===== src/hdl/alusx_pkg.sv =====
// Purpose: shared constants and types for the sub/swap/xor/direction datapath
// Assumes: 32-bit apb data, one aligned word per register
// Notes:   byte offsets, field positions and reset values live here
package alusx_pkg;

	localparam int unsigned DW = 8;
	localparam int unsigned AW = 7;
	localparam int unsigned DEPTH = 128;

	// apb byte offsets
	localparam logic [7:0] OFF_CMD    = 8'h00;
	localparam logic [7:0] OFF_ACC    = 8'h04;
	localparam logic [7:0] OFF_STATUS = 8'h08;
	localparam logic [7:0] OFF_FADDR  = 8'h0c;
	localparam logic [7:0] OFF_FDATA  = 8'h10;
	localparam logic [7:0] OFF_DIR    = 8'h14;

	// command word fields
	localparam int unsigned CMD_LIT_LSB   = 0;
	localparam int unsigned CMD_FADDR_LSB = 8;
	localparam int unsigned CMD_DEST_BIT  = 16;
	localparam int unsigned CMD_OP_LSB    = 24;
	localparam int unsigned OP_W          = 3;

	// status fields
	localparam int unsigned ST_C_BIT  = 0;
	localparam int unsigned ST_DC_BIT = 1;
	localparam int unsigned ST_Z_BIT  = 2;

	// direction word fields
	localparam int unsigned DIR_A_LSB = 0;
	localparam int unsigned DIR_B_LSB = 8;
	localparam int unsigned DIR_C_LSB = 16;

	// direction operand selectors
	localparam logic [AW-1:0] SEL_PORT_A = 7'h05;
	localparam logic [AW-1:0] SEL_PORT_B = 7'h06;
	localparam logic [AW-1:0] SEL_PORT_C = 7'h07;

	// destination select
	localparam logic DEST_ACC  = 1'b0;
	localparam logic DEST_FILE = 1'b1;

	// reset values
	localparam logic [DW-1:0] ACC_RST = 8'h00;
	localparam logic [DW-1:0] DIR_RST = 8'hff;
	localparam logic [DW-1:0] ZERO_B  = 8'h00;
	localparam logic [31:0]   ZERO_W  = 32'h0000_0000;

	typedef enum logic [OP_W-1:0] {
		ALUSX_SUB_BORROW,
		ALUSX_NIBBLE_EXCHANGE,
		ALUSX_LOAD_DIRECTION,
		ALUSX_XOR_LITERAL,
		ALUSX_XOR_FILE
	} alusx_op_e;

	typedef struct packed {
		logic [OP_W-1:0] op;
		logic            dest;
		logic [AW-1:0]   faddr;
		logic [DW-1:0]   lit;
	} alusx_cmd_s;

	typedef struct packed {
		logic z;
		logic dc;
		logic c;
	} alusx_flags_s;

	// result of one datapath evaluation
	typedef struct packed {
		logic [DW-1:0] result;
		alusx_flags_s  flags;
		logic          upd_c;
		logic          upd_z;
		logic          to_file;
		logic          to_acc;
		logic          to_dir;
	} alusx_res_s;

endpackage


===== src/hdl/alusx_top.sv =====
// Purpose: apb-controlled datapath for sub-borrow, swap, xor, direction load
// Assumes: apb master holds the request until pready, one clock pclk
// Notes:   a command executes in the cycle after its write completes
`timescale 1ns/1ps
//
// Contract
// RULE_01: subtract does file minus accumulator minus borrow; sets c, dc, z.
// RULE_02: subtract and xor-file write accumulator on dest 0, file on dest 1.
// RULE_03: swap exchanges file register nibbles, writes chosen destination.
// RULE_04: direction load copies accumulator to port a/b/c on 5/6/7; no flags.
// RULE_05: xor-literal: acc xor 8-bit immediate into acc; only z changes.
// RULE_06: xor-file xors accumulator with file register into dest; z only.
// RULE_07: zero flag set when the affected 8-bit result is zero, else cleared.
module alusx_top
	import alusx_pkg::*;
(
	// clock and reset
	input  wire logic                     pclk,
	input  wire logic                     presetn,
	// apb slave
	input  wire logic                     psel,
	input  wire logic                     penable,
	input  wire logic                     pwrite,
	input  wire logic [7:0]               paddr,
	input  wire logic [31:0]              pwdata,
	output logic      [31:0]              prdata,
	output logic                          pready,
	output logic                          pslverr,
	// port direction registers
	output logic      [alusx_pkg::DW-1:0] port_a_direction,
	output logic      [alusx_pkg::DW-1:0] port_b_direction,
	output logic      [alusx_pkg::DW-1:0] port_c_direction
);
	import alusx_pkg::*;

	// strobe aimed at one register offset
	function automatic logic reg_hit(input logic strobe,
		input logic [7:0] addr, input logic [7:0] off);
		return strobe && (addr == off);
	endfunction

	// one data byte zero-extended to a bus word
	function automatic logic [31:0] byte_word(input logic [DW-1:0] b);
		return {{(32-DW){1'b0}}, b};
	endfunction

	// command register as software reads it back, same field positions
	function automatic logic [31:0] cmd_word(input alusx_cmd_s c);
		logic [31:0] w;
		w                      = ZERO_W;
		w[CMD_LIT_LSB +: DW]   = c.lit;
		w[CMD_FADDR_LSB +: AW] = c.faddr;
		w[CMD_DEST_BIT]        = c.dest;
		w[CMD_OP_LSB +: OP_W]  = c.op;
		return w;
	endfunction

	logic [DW-1:0] mem [DEPTH];

	logic [31:0]   prdata_ff;
	logic [31:0]   nxt_prdata;
	logic          pready_ff;
	logic          pslverr_ff;
	logic          nxt_pslverr;
	logic [DW-1:0] acc_ff;
	alusx_flags_s  flags_ff;
	alusx_cmd_s    cmd_ff;
	logic          go_ff;
	logic [AW-1:0] faddr_ff;
	logic [DW-1:0] dir_a_ff;
	logic [DW-1:0] dir_b_ff;
	logic [DW-1:0] dir_c_ff;

	logic          acc_phase;
	logic          done;
	logic          wr;
	logic          wr_cmd;
	logic          wr_acc;
	logic          wr_status;
	logic          wr_faddr;
	logic          wr_fdata;
	logic          mapped;
	logic [DW-1:0] fval;
	alusx_res_s    res;

	assign prdata           = prdata_ff;
	assign pready           = pready_ff;
	assign pslverr          = pslverr_ff;
	assign port_a_direction = dir_a_ff;
	assign port_b_direction = dir_b_ff;
	assign port_c_direction = dir_c_ff;

	// one wait state: answer comes on the second access cycle
	assign acc_phase = psel & penable;
	assign done      = acc_phase & pready_ff;
	assign wr        = done & pwrite & ~pslverr_ff;
	assign fval      = mem[cmd_ff.faddr];

	// per-register write strobes
	assign wr_cmd    = reg_hit(wr, paddr, OFF_CMD);
	assign wr_acc    = reg_hit(wr, paddr, OFF_ACC);
	assign wr_status = reg_hit(wr, paddr, OFF_STATUS);
	assign wr_faddr  = reg_hit(wr, paddr, OFF_FADDR);
	assign wr_fdata  = reg_hit(wr, paddr, OFF_FDATA);

	alusx_alu u_alu (
		.cmd      (cmd_ff),
		.acc      (acc_ff),
		.fval     (fval),
		.flags_in (flags_ff),
		.res      (res)
	);

	// address decode and read mux
	always_comb begin
		mapped     = 1'b1;
		nxt_prdata = ZERO_W;
		unique case (paddr)
			OFF_CMD:    nxt_prdata = cmd_word(cmd_ff);
			OFF_ACC:    nxt_prdata = byte_word(acc_ff);
			OFF_STATUS: nxt_prdata = {29'h0000_0000, flags_ff};
			OFF_FADDR:  nxt_prdata = {25'h000_0000, faddr_ff};
			OFF_FDATA:  nxt_prdata = byte_word(mem[faddr_ff]);
			OFF_DIR:    nxt_prdata = {8'h00, dir_c_ff, dir_b_ff, dir_a_ff};
			default:    mapped = 1'b0;
		endcase
		nxt_pslverr = ~mapped | reg_hit(pwrite, paddr, OFF_DIR);
	end

	// apb handshake
	always_ff @(posedge pclk or negedge presetn) begin
		if (!presetn) begin
			pready_ff  <= 1'b0;
			pslverr_ff <= 1'b0;
			prdata_ff  <= ZERO_W;
		end else if (acc_phase & ~pready_ff) begin
			pready_ff  <= 1'b1;
			pslverr_ff <= nxt_pslverr;
			prdata_ff  <= pwrite ? ZERO_W : nxt_prdata;
		end else begin
			pready_ff  <= 1'b0;
			pslverr_ff <= 1'b0;
			prdata_ff  <= ZERO_W;
		end
	end

	// command capture, executes one cycle later
	always_ff @(posedge pclk or negedge presetn) begin
		if (!presetn) begin
			cmd_ff <= '0;
			go_ff  <= 1'b0;
		end else if (wr_cmd) begin
			cmd_ff.lit   <= pwdata[CMD_LIT_LSB +: DW];
			cmd_ff.faddr <= pwdata[CMD_FADDR_LSB +: AW];
			cmd_ff.dest  <= pwdata[CMD_DEST_BIT];
			cmd_ff.op    <= pwdata[CMD_OP_LSB +: OP_W];
			go_ff        <= 1'b1;
		end else begin
			go_ff <= 1'b0;
		end
	end

	// file address pointer for software access
	always_ff @(posedge pclk or negedge presetn) begin
		if (!presetn) begin
			faddr_ff <= '0;
		end else if (wr_faddr) begin
			faddr_ff <= pwdata[AW-1:0];
		end
	end

	// accumulator
	always_ff @(posedge pclk or negedge presetn) begin
		if (!presetn) begin
			acc_ff <= ACC_RST;
		end else if (go_ff && res.to_acc) begin
			acc_ff <= res.result; // [RULE_02] [RULE_03] [RULE_05]
		end else if (wr_acc) begin
			acc_ff <= pwdata[DW-1:0];
		end
	end

	// status flags
	always_ff @(posedge pclk or negedge presetn) begin
		if (!presetn) begin
			flags_ff <= '0;
		end else if (go_ff && (res.upd_c || res.upd_z)) begin
			if (res.upd_c) begin
				flags_ff.c  <= res.flags.c; // [RULE_01]
				flags_ff.dc <= res.flags.dc; // [RULE_01]
			end
			flags_ff.z <= res.flags.z; // [RULE_07]
		end else if (wr_status) begin
			flags_ff.c  <= pwdata[ST_C_BIT];
			flags_ff.dc <= pwdata[ST_DC_BIT];
			flags_ff.z  <= pwdata[ST_Z_BIT];
		end
	end

	// file register memory
	always_ff @(posedge pclk) begin
		if (go_ff && res.to_file) begin
			mem[cmd_ff.faddr] <= res.result; // [RULE_02] [RULE_03] [RULE_06]
		end else if (wr_fdata) begin
			mem[faddr_ff] <= pwdata[DW-1:0];
		end
	end

	// port direction registers
	always_ff @(posedge pclk or negedge presetn) begin
		if (!presetn) begin
			dir_a_ff <= DIR_RST;
			dir_b_ff <= DIR_RST;
			dir_c_ff <= DIR_RST;
		end else if (go_ff && res.to_dir) begin
			unique case (cmd_ff.faddr)
				SEL_PORT_A: dir_a_ff <= res.result; // [RULE_04]
				SEL_PORT_B: dir_b_ff <= res.result; // [RULE_04]
				SEL_PORT_C: dir_c_ff <= res.result; // [RULE_04]
				default: begin
				end
			endcase
		end
	end

endmodule


===== src/hdl/alusx_alu.sv =====
// Purpose: combinational execution of one command
// Assumes: operands already fetched from accumulator and file memory
// Notes:   flags not updated keep the values passed in
`timescale 1ns/1ps
module alusx_alu
	import alusx_pkg::*;
(
	// operands
	input  wire alusx_pkg::alusx_cmd_s   cmd,
	input  wire logic [alusx_pkg::DW-1:0] acc,
	input  wire logic [alusx_pkg::DW-1:0] fval,
	input  wire alusx_pkg::alusx_flags_s flags_in,
	// result
	output alusx_pkg::alusx_res_s        res
);
	import alusx_pkg::*;

	function automatic logic is_zero(input logic [DW-1:0] v);
		return v == ZERO_B;
	endfunction

	logic [DW:0]   sum;
	logic [DW/2:0] half;

	// f + ~w + c is f - w - borrow
	assign sum  = {1'b0, fval} + {1'b0, ~acc} + {{DW{1'b0}}, flags_in.c};
	assign half = {1'b0, fval[DW/2-1:0]} + {1'b0, ~acc[DW/2-1:0]}
		+ {{(DW/2){1'b0}}, flags_in.c};

	always_comb begin
		res = '0;
		res.flags = flags_in;
		unique case (alusx_op_e'(cmd.op))
			ALUSX_SUB_BORROW: begin
				res.result   = sum[DW-1:0]; // [RULE_01]
				res.flags.c  = sum[DW]; // [RULE_01]
				res.flags.dc = half[DW/2]; // [RULE_01]
				res.flags.z  = is_zero(sum[DW-1:0]); // [RULE_07]
				res.upd_c    = 1'b1;
				res.upd_z    = 1'b1;
				res.to_file  = (cmd.dest == DEST_FILE); // [RULE_02]
				res.to_acc   = (cmd.dest == DEST_ACC); // [RULE_02]
			end
			ALUSX_NIBBLE_EXCHANGE: begin
				res.result  = {fval[DW/2-1:0], fval[DW-1:DW/2]}; // [RULE_03]
				res.to_file = (cmd.dest == DEST_FILE); // [RULE_03]
				res.to_acc  = (cmd.dest == DEST_ACC); // [RULE_03]
			end
			ALUSX_LOAD_DIRECTION: begin
				res.result = acc; // [RULE_04]
				res.to_dir = 1'b1; // [RULE_04]
			end
			ALUSX_XOR_LITERAL: begin
				res.result  = acc ^ cmd.lit; // [RULE_05]
				res.flags.z = is_zero(acc ^ cmd.lit); // [RULE_05] [RULE_07]
				res.upd_z   = 1'b1;
				res.to_acc  = 1'b1; // [RULE_05]
			end
			ALUSX_XOR_FILE: begin
				res.result  = acc ^ fval; // [RULE_06]
				res.flags.z = is_zero(acc ^ fval); // [RULE_06] [RULE_07]
				res.upd_z   = 1'b1;
				res.to_file = (cmd.dest == DEST_FILE); // [RULE_02]
				res.to_acc  = (cmd.dest == DEST_ACC); // [RULE_02]
			end
			default: begin
				res.result = ZERO_B;
			end
		endcase
	end

endmodule


===== config.mk =====
export PLATFORM = sky130hd
export DESIGN_NAME = alusx_top
export DESIGN_NICKNAME = d
export VERILOG_FILES = /design/src/hdl/alusx_pkg.sv /design/src/hdl/alusx_top.sv /design/src/hdl/alusx_alu.sv
export SDC_FILE = /design/constraint.sdc
export NUM_CORES = 2
export LEC_CHECK = 0
export BUFFER_PORTS_ARGS = -buffer_cell sky130_fd_sc_hd__buf_4
export CAP_MARGIN = 0
export CORE_UTILIZATION = 40
export DETAILED_ROUTE_END_ITERATION = 12
export HOLD_SLACK_MARGIN = 0.03
export PLACE_DENSITY = 0.56
export SKIP_LAST_GASP = 1
export SLEW_MARGIN = 20
export SYNTH_ARGS = -nofsm -noshare
export SYNTH_HDL_FRONTEND = slang
export SYNTH_SLANG_ARGS = --single-unit

===== constraint.sdc =====
create_clock -name pclk -period 9.1 [get_ports pclk]
set_clock_uncertainty 0.05 [all_clocks]
set_input_delay 0.455 -clock pclk [delete_from_list [all_inputs] [get_ports pclk]]
set_output_delay 0.455 -clock pclk [all_outputs]
set_load 0.02 [all_outputs]

---- Yosys cells after proc, flatten, opt, wreduce, memory -nomap -nowiden ----
Memories as Yosys holds them, arrays and structs flattened.
Index checks and enable logic that the tools add are counted.
word-level totals
  bits in registers ....................... 96
  bits in writable memories ............... 1024
  input port bits ......................... 45
  output and inout port bits .............. 58
  memories kept ........................... 1
cells by class
  $add $sub $neg .......................... 4
  equal/unequal tests ..................... 15
  muxes and demuxes ....................... 27
  bitwise gates (word level) .............. 14
  reductions and logical operators ........ 27
memories
  memory  words  width  read ports  clocked after memory_dff  wr ports  line             RTL
  mem     128    8      2           0                         1         alusx_top.sv:58  logic [DW-1:0] mem [DEPTH];
operators with widths
  cell                  count
  $pmux W27 S6          1
  $mux W32              2
  $pmux W8 S5           1
  $logic_not A8 Y1      4
  $mux W8               3
  $eq A7 B3 Y1 const B  3
  $eq A8 B4 Y1 const B  2
  $eq A8 B5 Y1 const B  2
  $xor A8 B8 Y8         2
  $mux W1               13
  $logic_and A1 B1 Y1   10
  $add A8 B8 Y9         1
  $add A9 B1 Y9         1
  $mux W3               3
  $eq A8 B3 Y1 const B  1
  $not A8 Y8            1
  $reduce_and A2 Y1     4
  $reduce_or A8 Y1      1
  $mux W7               1
  $eq A3 B2 Y1 const B  2
  $reduce_or A3 Y1      2
  $reduce_or A6 Y1      1
  $add A4 B4 Y5         1
  $add A5 B1 Y5         1
  other kinds (16)      24

---- Longest topological paths before layout ----
  depth after elaboration ................. 10
  mapped depth ............................ 20

---- Modules after synthesis ----
Synthesis repeated with hierarchy kept, for this count alone.
unflattened totals
  cell total of the unflattened synthesis .. 2865
  area total of the unflattened synthesis .. 52929.5 um^2
modules (own cells, without submodules)
  module     instances  cells each  area an instance (um^2)  seq. area each (um^2)
  alusx_top  1          2713        51921.0                  33056.7
  alusx_alu  1          152         1008.5                   0.0

---- Least setup slack after synthesis ----
Ideal clock, no wire load.
  path type ............................... flip-flop to flip-flop
  start ................................... register cmd_ff[8] (netlist name)
  end ..................................... memory mem[0][3], data pin
  arrival ................................. 7245 ps
  data required time ...................... 7823 ps
  setup slack ............................. 578 ps
  cell stages (with the launch flop) ...... 12
  path buffers ............................ 5
  period minus slack after synthesis ...... 8522 ps
  cells stage by stage .................... dfrtp_1 buf_6 buf_12 buf_12 buf_6 buf_12 mux2i_1 a221oi_1 o31ai_1 o2111ai_1 o41ai_2 o31ai_1
on the way
  word-level cells in the longest chain between the ends .. 5
ends and longest elaborated chain
  what                        line             RTL
  start: declaration          alusx_top.sv:67  alusx_cmd_s cmd_ff;
  $mem_v2 Z128 W8 *           -
  $add A8 B8 Y9               alusx_alu.sv:26  assign sum = {1'b0, fval} + {1'b0, ~acc} + {{DW{1'b0}}, flags_in.c};
  $add A9 B1 Y9               alusx_alu.sv:26
  $pmux W8 S5 *               alusx_alu.sv:33  unique case (alusx_op_e'(cmd.op))
  $mux W8 (no source line) *  -
  end: declaration            alusx_top.sv:58
Mark *: on every way between the ends. The rest lies on a longest branch, timed or not.

---- Worst setup path after layout ----
  start ................................... register cmd_ff[9] (netlist name)
  end ..................................... memory mem[13][6], data pin
The elaborated chain is that of the path after synthesis.

==> impl_metrics.ini <==
[pwr]
clock_power_share = 0.456
intPower_uw = 8350
totalPowerFinal_uw = 10600
switchingPower_uw = 2200
power.sequential.fraction = 0.527
power.density_nw_per_um2 = 176
power_switching_share = 0.209
p_comb_frac = 0.016
power.leakage_uw = 0.0185
power.ir.vdd_worst_mv = 0.167

[clocking]
post_cts.repair.setup_buffers = 0
cts_buffers = 119
clk_pin_slew_ps = 60
sinks_on_clock_net = 1115
hold_buffers = 24
tritoncts_clock_tree = built
clk_path_buf_depth = 3
cts-htree-levels = 3
cts_resized = 0
later_pin_clock_latency_in_the_skew_report_ps = 770
root_buffer = clkbuf_16

[synthesis]
syn_area_um2 = 53500
synth_flop_cell = edfxtp_1
ys_async_sr_fraction = 0.0816
edff_count_synth = 1024
synth-seq-area-share = 0.618
synth_cell_type_count = 85
synth_warnings = 0
post_synth_inst_count = 3169
syn_avg_cell_area_um2 = 16.9
synthesized_flop_and_latch_total = 1115

[global_route]
grt_antenna_before_repair = 7
largest_net_degree_at_the_start_of_global_routing = 129
gr_overflow_total = 0
grt_pass1_vias = 33100
grt_usage = 0.264
grt_pass1_wl_mm = 253

[worst_setup_path]
reg2reg_setup_slack_ps = 1910
setup.worst_path.class = flip-flop to flip-flop
critPathArrivalTime_ps = 7610
worst_case_reg_to_reg_path_depth = 17
r2r-end = mem[13][6]
cp_max_fo = 50
crit_path_end_kind = flip-flop
cp.required_ps = 9520
crit_path_start_kind = flip-flop
rr_startpoint = cmd_ff[9]

[sta]
period_share = 0.790
timing.setup.tns_ps = 0
rsz0062_at_grt = false
slew_viol_final = 0
worst-slew-pin-transition_ps = 1260
timing.final.setup_violations = 0
fmaxAchievable_mhz = 139
timing_hold_violations_final = 0
final.min_clock_period_ps = 7190
maxSlewHeadroom = 0.157

[flow_run]
maxCapViolCount = 0

[place]
port_buffers = 84
dpl.cell_count = 4837
final_gp_congestion = 0.944
placed_standard_cell_area_um2 = 55800
dpl.hpwl_mm = 116

[routing]
routed_via_density = 6.52
finalWirelength_mm = 179
firstDrtPassIters = 8
dr_total_vias = 33200
detailedRoute.firstIterationViolations = 4535
drcViolationCount = 0
drt-wirelength-per-cell_um = 35.3
ant_nets = 0

[worst_hold_path]
min_delay_path_depth = 3
timing.hold.worst.class = input pin to flip-flop
min_delay_worst_endpoint = pslverr
holdCritStartpoint = paddr[1]

[final_layout]
area.growth.synth_to_final_pct = 12.0
share_of_cells_above_drive_strength_1 = 0.272
fill_cells = 11300
mostFrequentLayoutCell = edfxtp_1
final-instance-count-excl-fill = 5084
mostFrequentLayoutCells = edfxtp_1, mux4_2, mux2i_1
final_net_count = 3283
area_of_the_multi_input_gates_um2 = 19100
post-route-cell-area_um2 = 59900
seqCellArea_um2 = 33100

[floorplan]
dieWidth_um = 368
die-area_um2 = 135000
chipHeight_um = 368
core_area_um2 = 132000
boundaryPins = 103
initial_core_util = 0.405
rows = 133

[outcome]
status = complete, no violations
[per-layer routing]
metal  vias up  wire length (um)  GRT usage
met3       403             18200     0.0641
met5         -               147    0.00427
met1     17400             69900      0.357
met2      2007             82800      0.410
li1      13300                 -          -
met4         8              8370      0.105
[synth_stat cells (all sizes together) (9+ instances only)]
cell,number,area (um2)
and3,20,125
mux4,416,9410
a211oi,14,105
mux2i,233,2330
a221oi,16,153
ha,9,113
dfrtp,67,1680
nor2,198,743
buf,144,1000
or2,12,75.1
o21ai,103,516
clkbuf,110,413
nor4,15,124
and2,15,93.8
dfstp,24,631
a22o,10,87.6
edfxtp,1024,30700
a22oi,142,1070
nor2b,23,144
inv,18,67.6
mux2,73,822
o22ai,26,163
o221ai,37,330
xnor2,14,123
nor3,32,171
nand2b,27,169
nand4,10,62.6
nand2,87,329
a31oi,53,369
nand3,58,295
a21oi,43,215
a221o,11,110
[power groups by stage]
stage | registers (uW) | logic [uW] | clock network (uW)
2_1_floorplan | 5670 | 80.9 | 0
3_3_place_gp | 5670 | 157 | 0
3_5_place_dp | 5670 | 162 | 0
4_1_cts | 5560 | 171 | 4860
5_1_grt | 5560 | 182 | 5040
6_report | 5560 | 172 | 4820
[through the flow]
step	utilization	worst slack [ps]	hold slack [ps]
floorplan	-	578	109
detailed placement	0.422	1970	348
finish	0.453	1910	70.5
CTS	0.453	1950	32.0
global route	0.453	1650	121
global placement	0.422	2000	338
[sequential cells by signal (all words and copies together), names as in the netlist, 3 cells and up]
name and flops:
acc_ff 8, cmd_ff 19, faddr_ff 7, flags_ff 3, mem 1024, port_a_direction 8, port_b_direction 8, port_c_direction 8
prdata 27
[critical path, stage by stage (launching register included)]
cell and delay (ps):
dfrtp_4 840, buf_4 700, mux4_2 410, a31oi_1 400, o21ai_1 150, a2111oi_2 510, a211oi_1 170, buf_4 240
fa_1 410, fa_1 460, a21o_1 180, a21oi_1 360, o21bai_1 110, a21oi_1 250, xnor2_1 200, a211o_1 250
a221o_4 590, buf_4 530
[worst max-delay path by stage]
stage,startpoint,to,slack [ps],cells past startpoint
6_report,cmd_ff[9],mem[13][6],1910,17
3_5_place_dp,cmd_ff[9],mem[104][6],1970,17
4_1_cts,cmd_ff[9],mem[105][6],1950,17
3_3_place_gp,cmd_ff[9],mem[44][6],2000,17
5_1_grt,cmd_ff[9],mem[124][6],1650,17
2_1_floorplan,cmd_ff[8],mem[0][3],580,11
[kinds of logic (layout without fill, tap and decap cells)]
logic type               after synthesis  count (layout)  synth area share
AO/OA/AOI/OAI                        509             509            0.0671
XOR/XNOR                              14              14           0.00229
adder cells (fa/ha/maj)               11              11           0.00285
buffers and inverters                274             426            0.0279
flip-flops                          1115            1115             0.618
multiplexers                         722             722             0.235
other                                  1               9         0.0000701
AND/OR/NAND/NOR                      523             523            0.0473
[layout make-up]
| cell class | count | share of cell area |
|---|---|---|
| antenna | 4 | 0.000167 |
| clock buffer | 155 | 0.0550 |
| clock inverter | 64 | 0.00873 |
| inverter | 20 | 0.00125 |
| multi-input combinational | 1784 | 0.320 |
| sequential | 1115 | 0.552 |
| tap | 1755 | 0.0366 |
| timing repair buffer | 187 | 0.0266 |
Power figures use the tool's default switching activity.
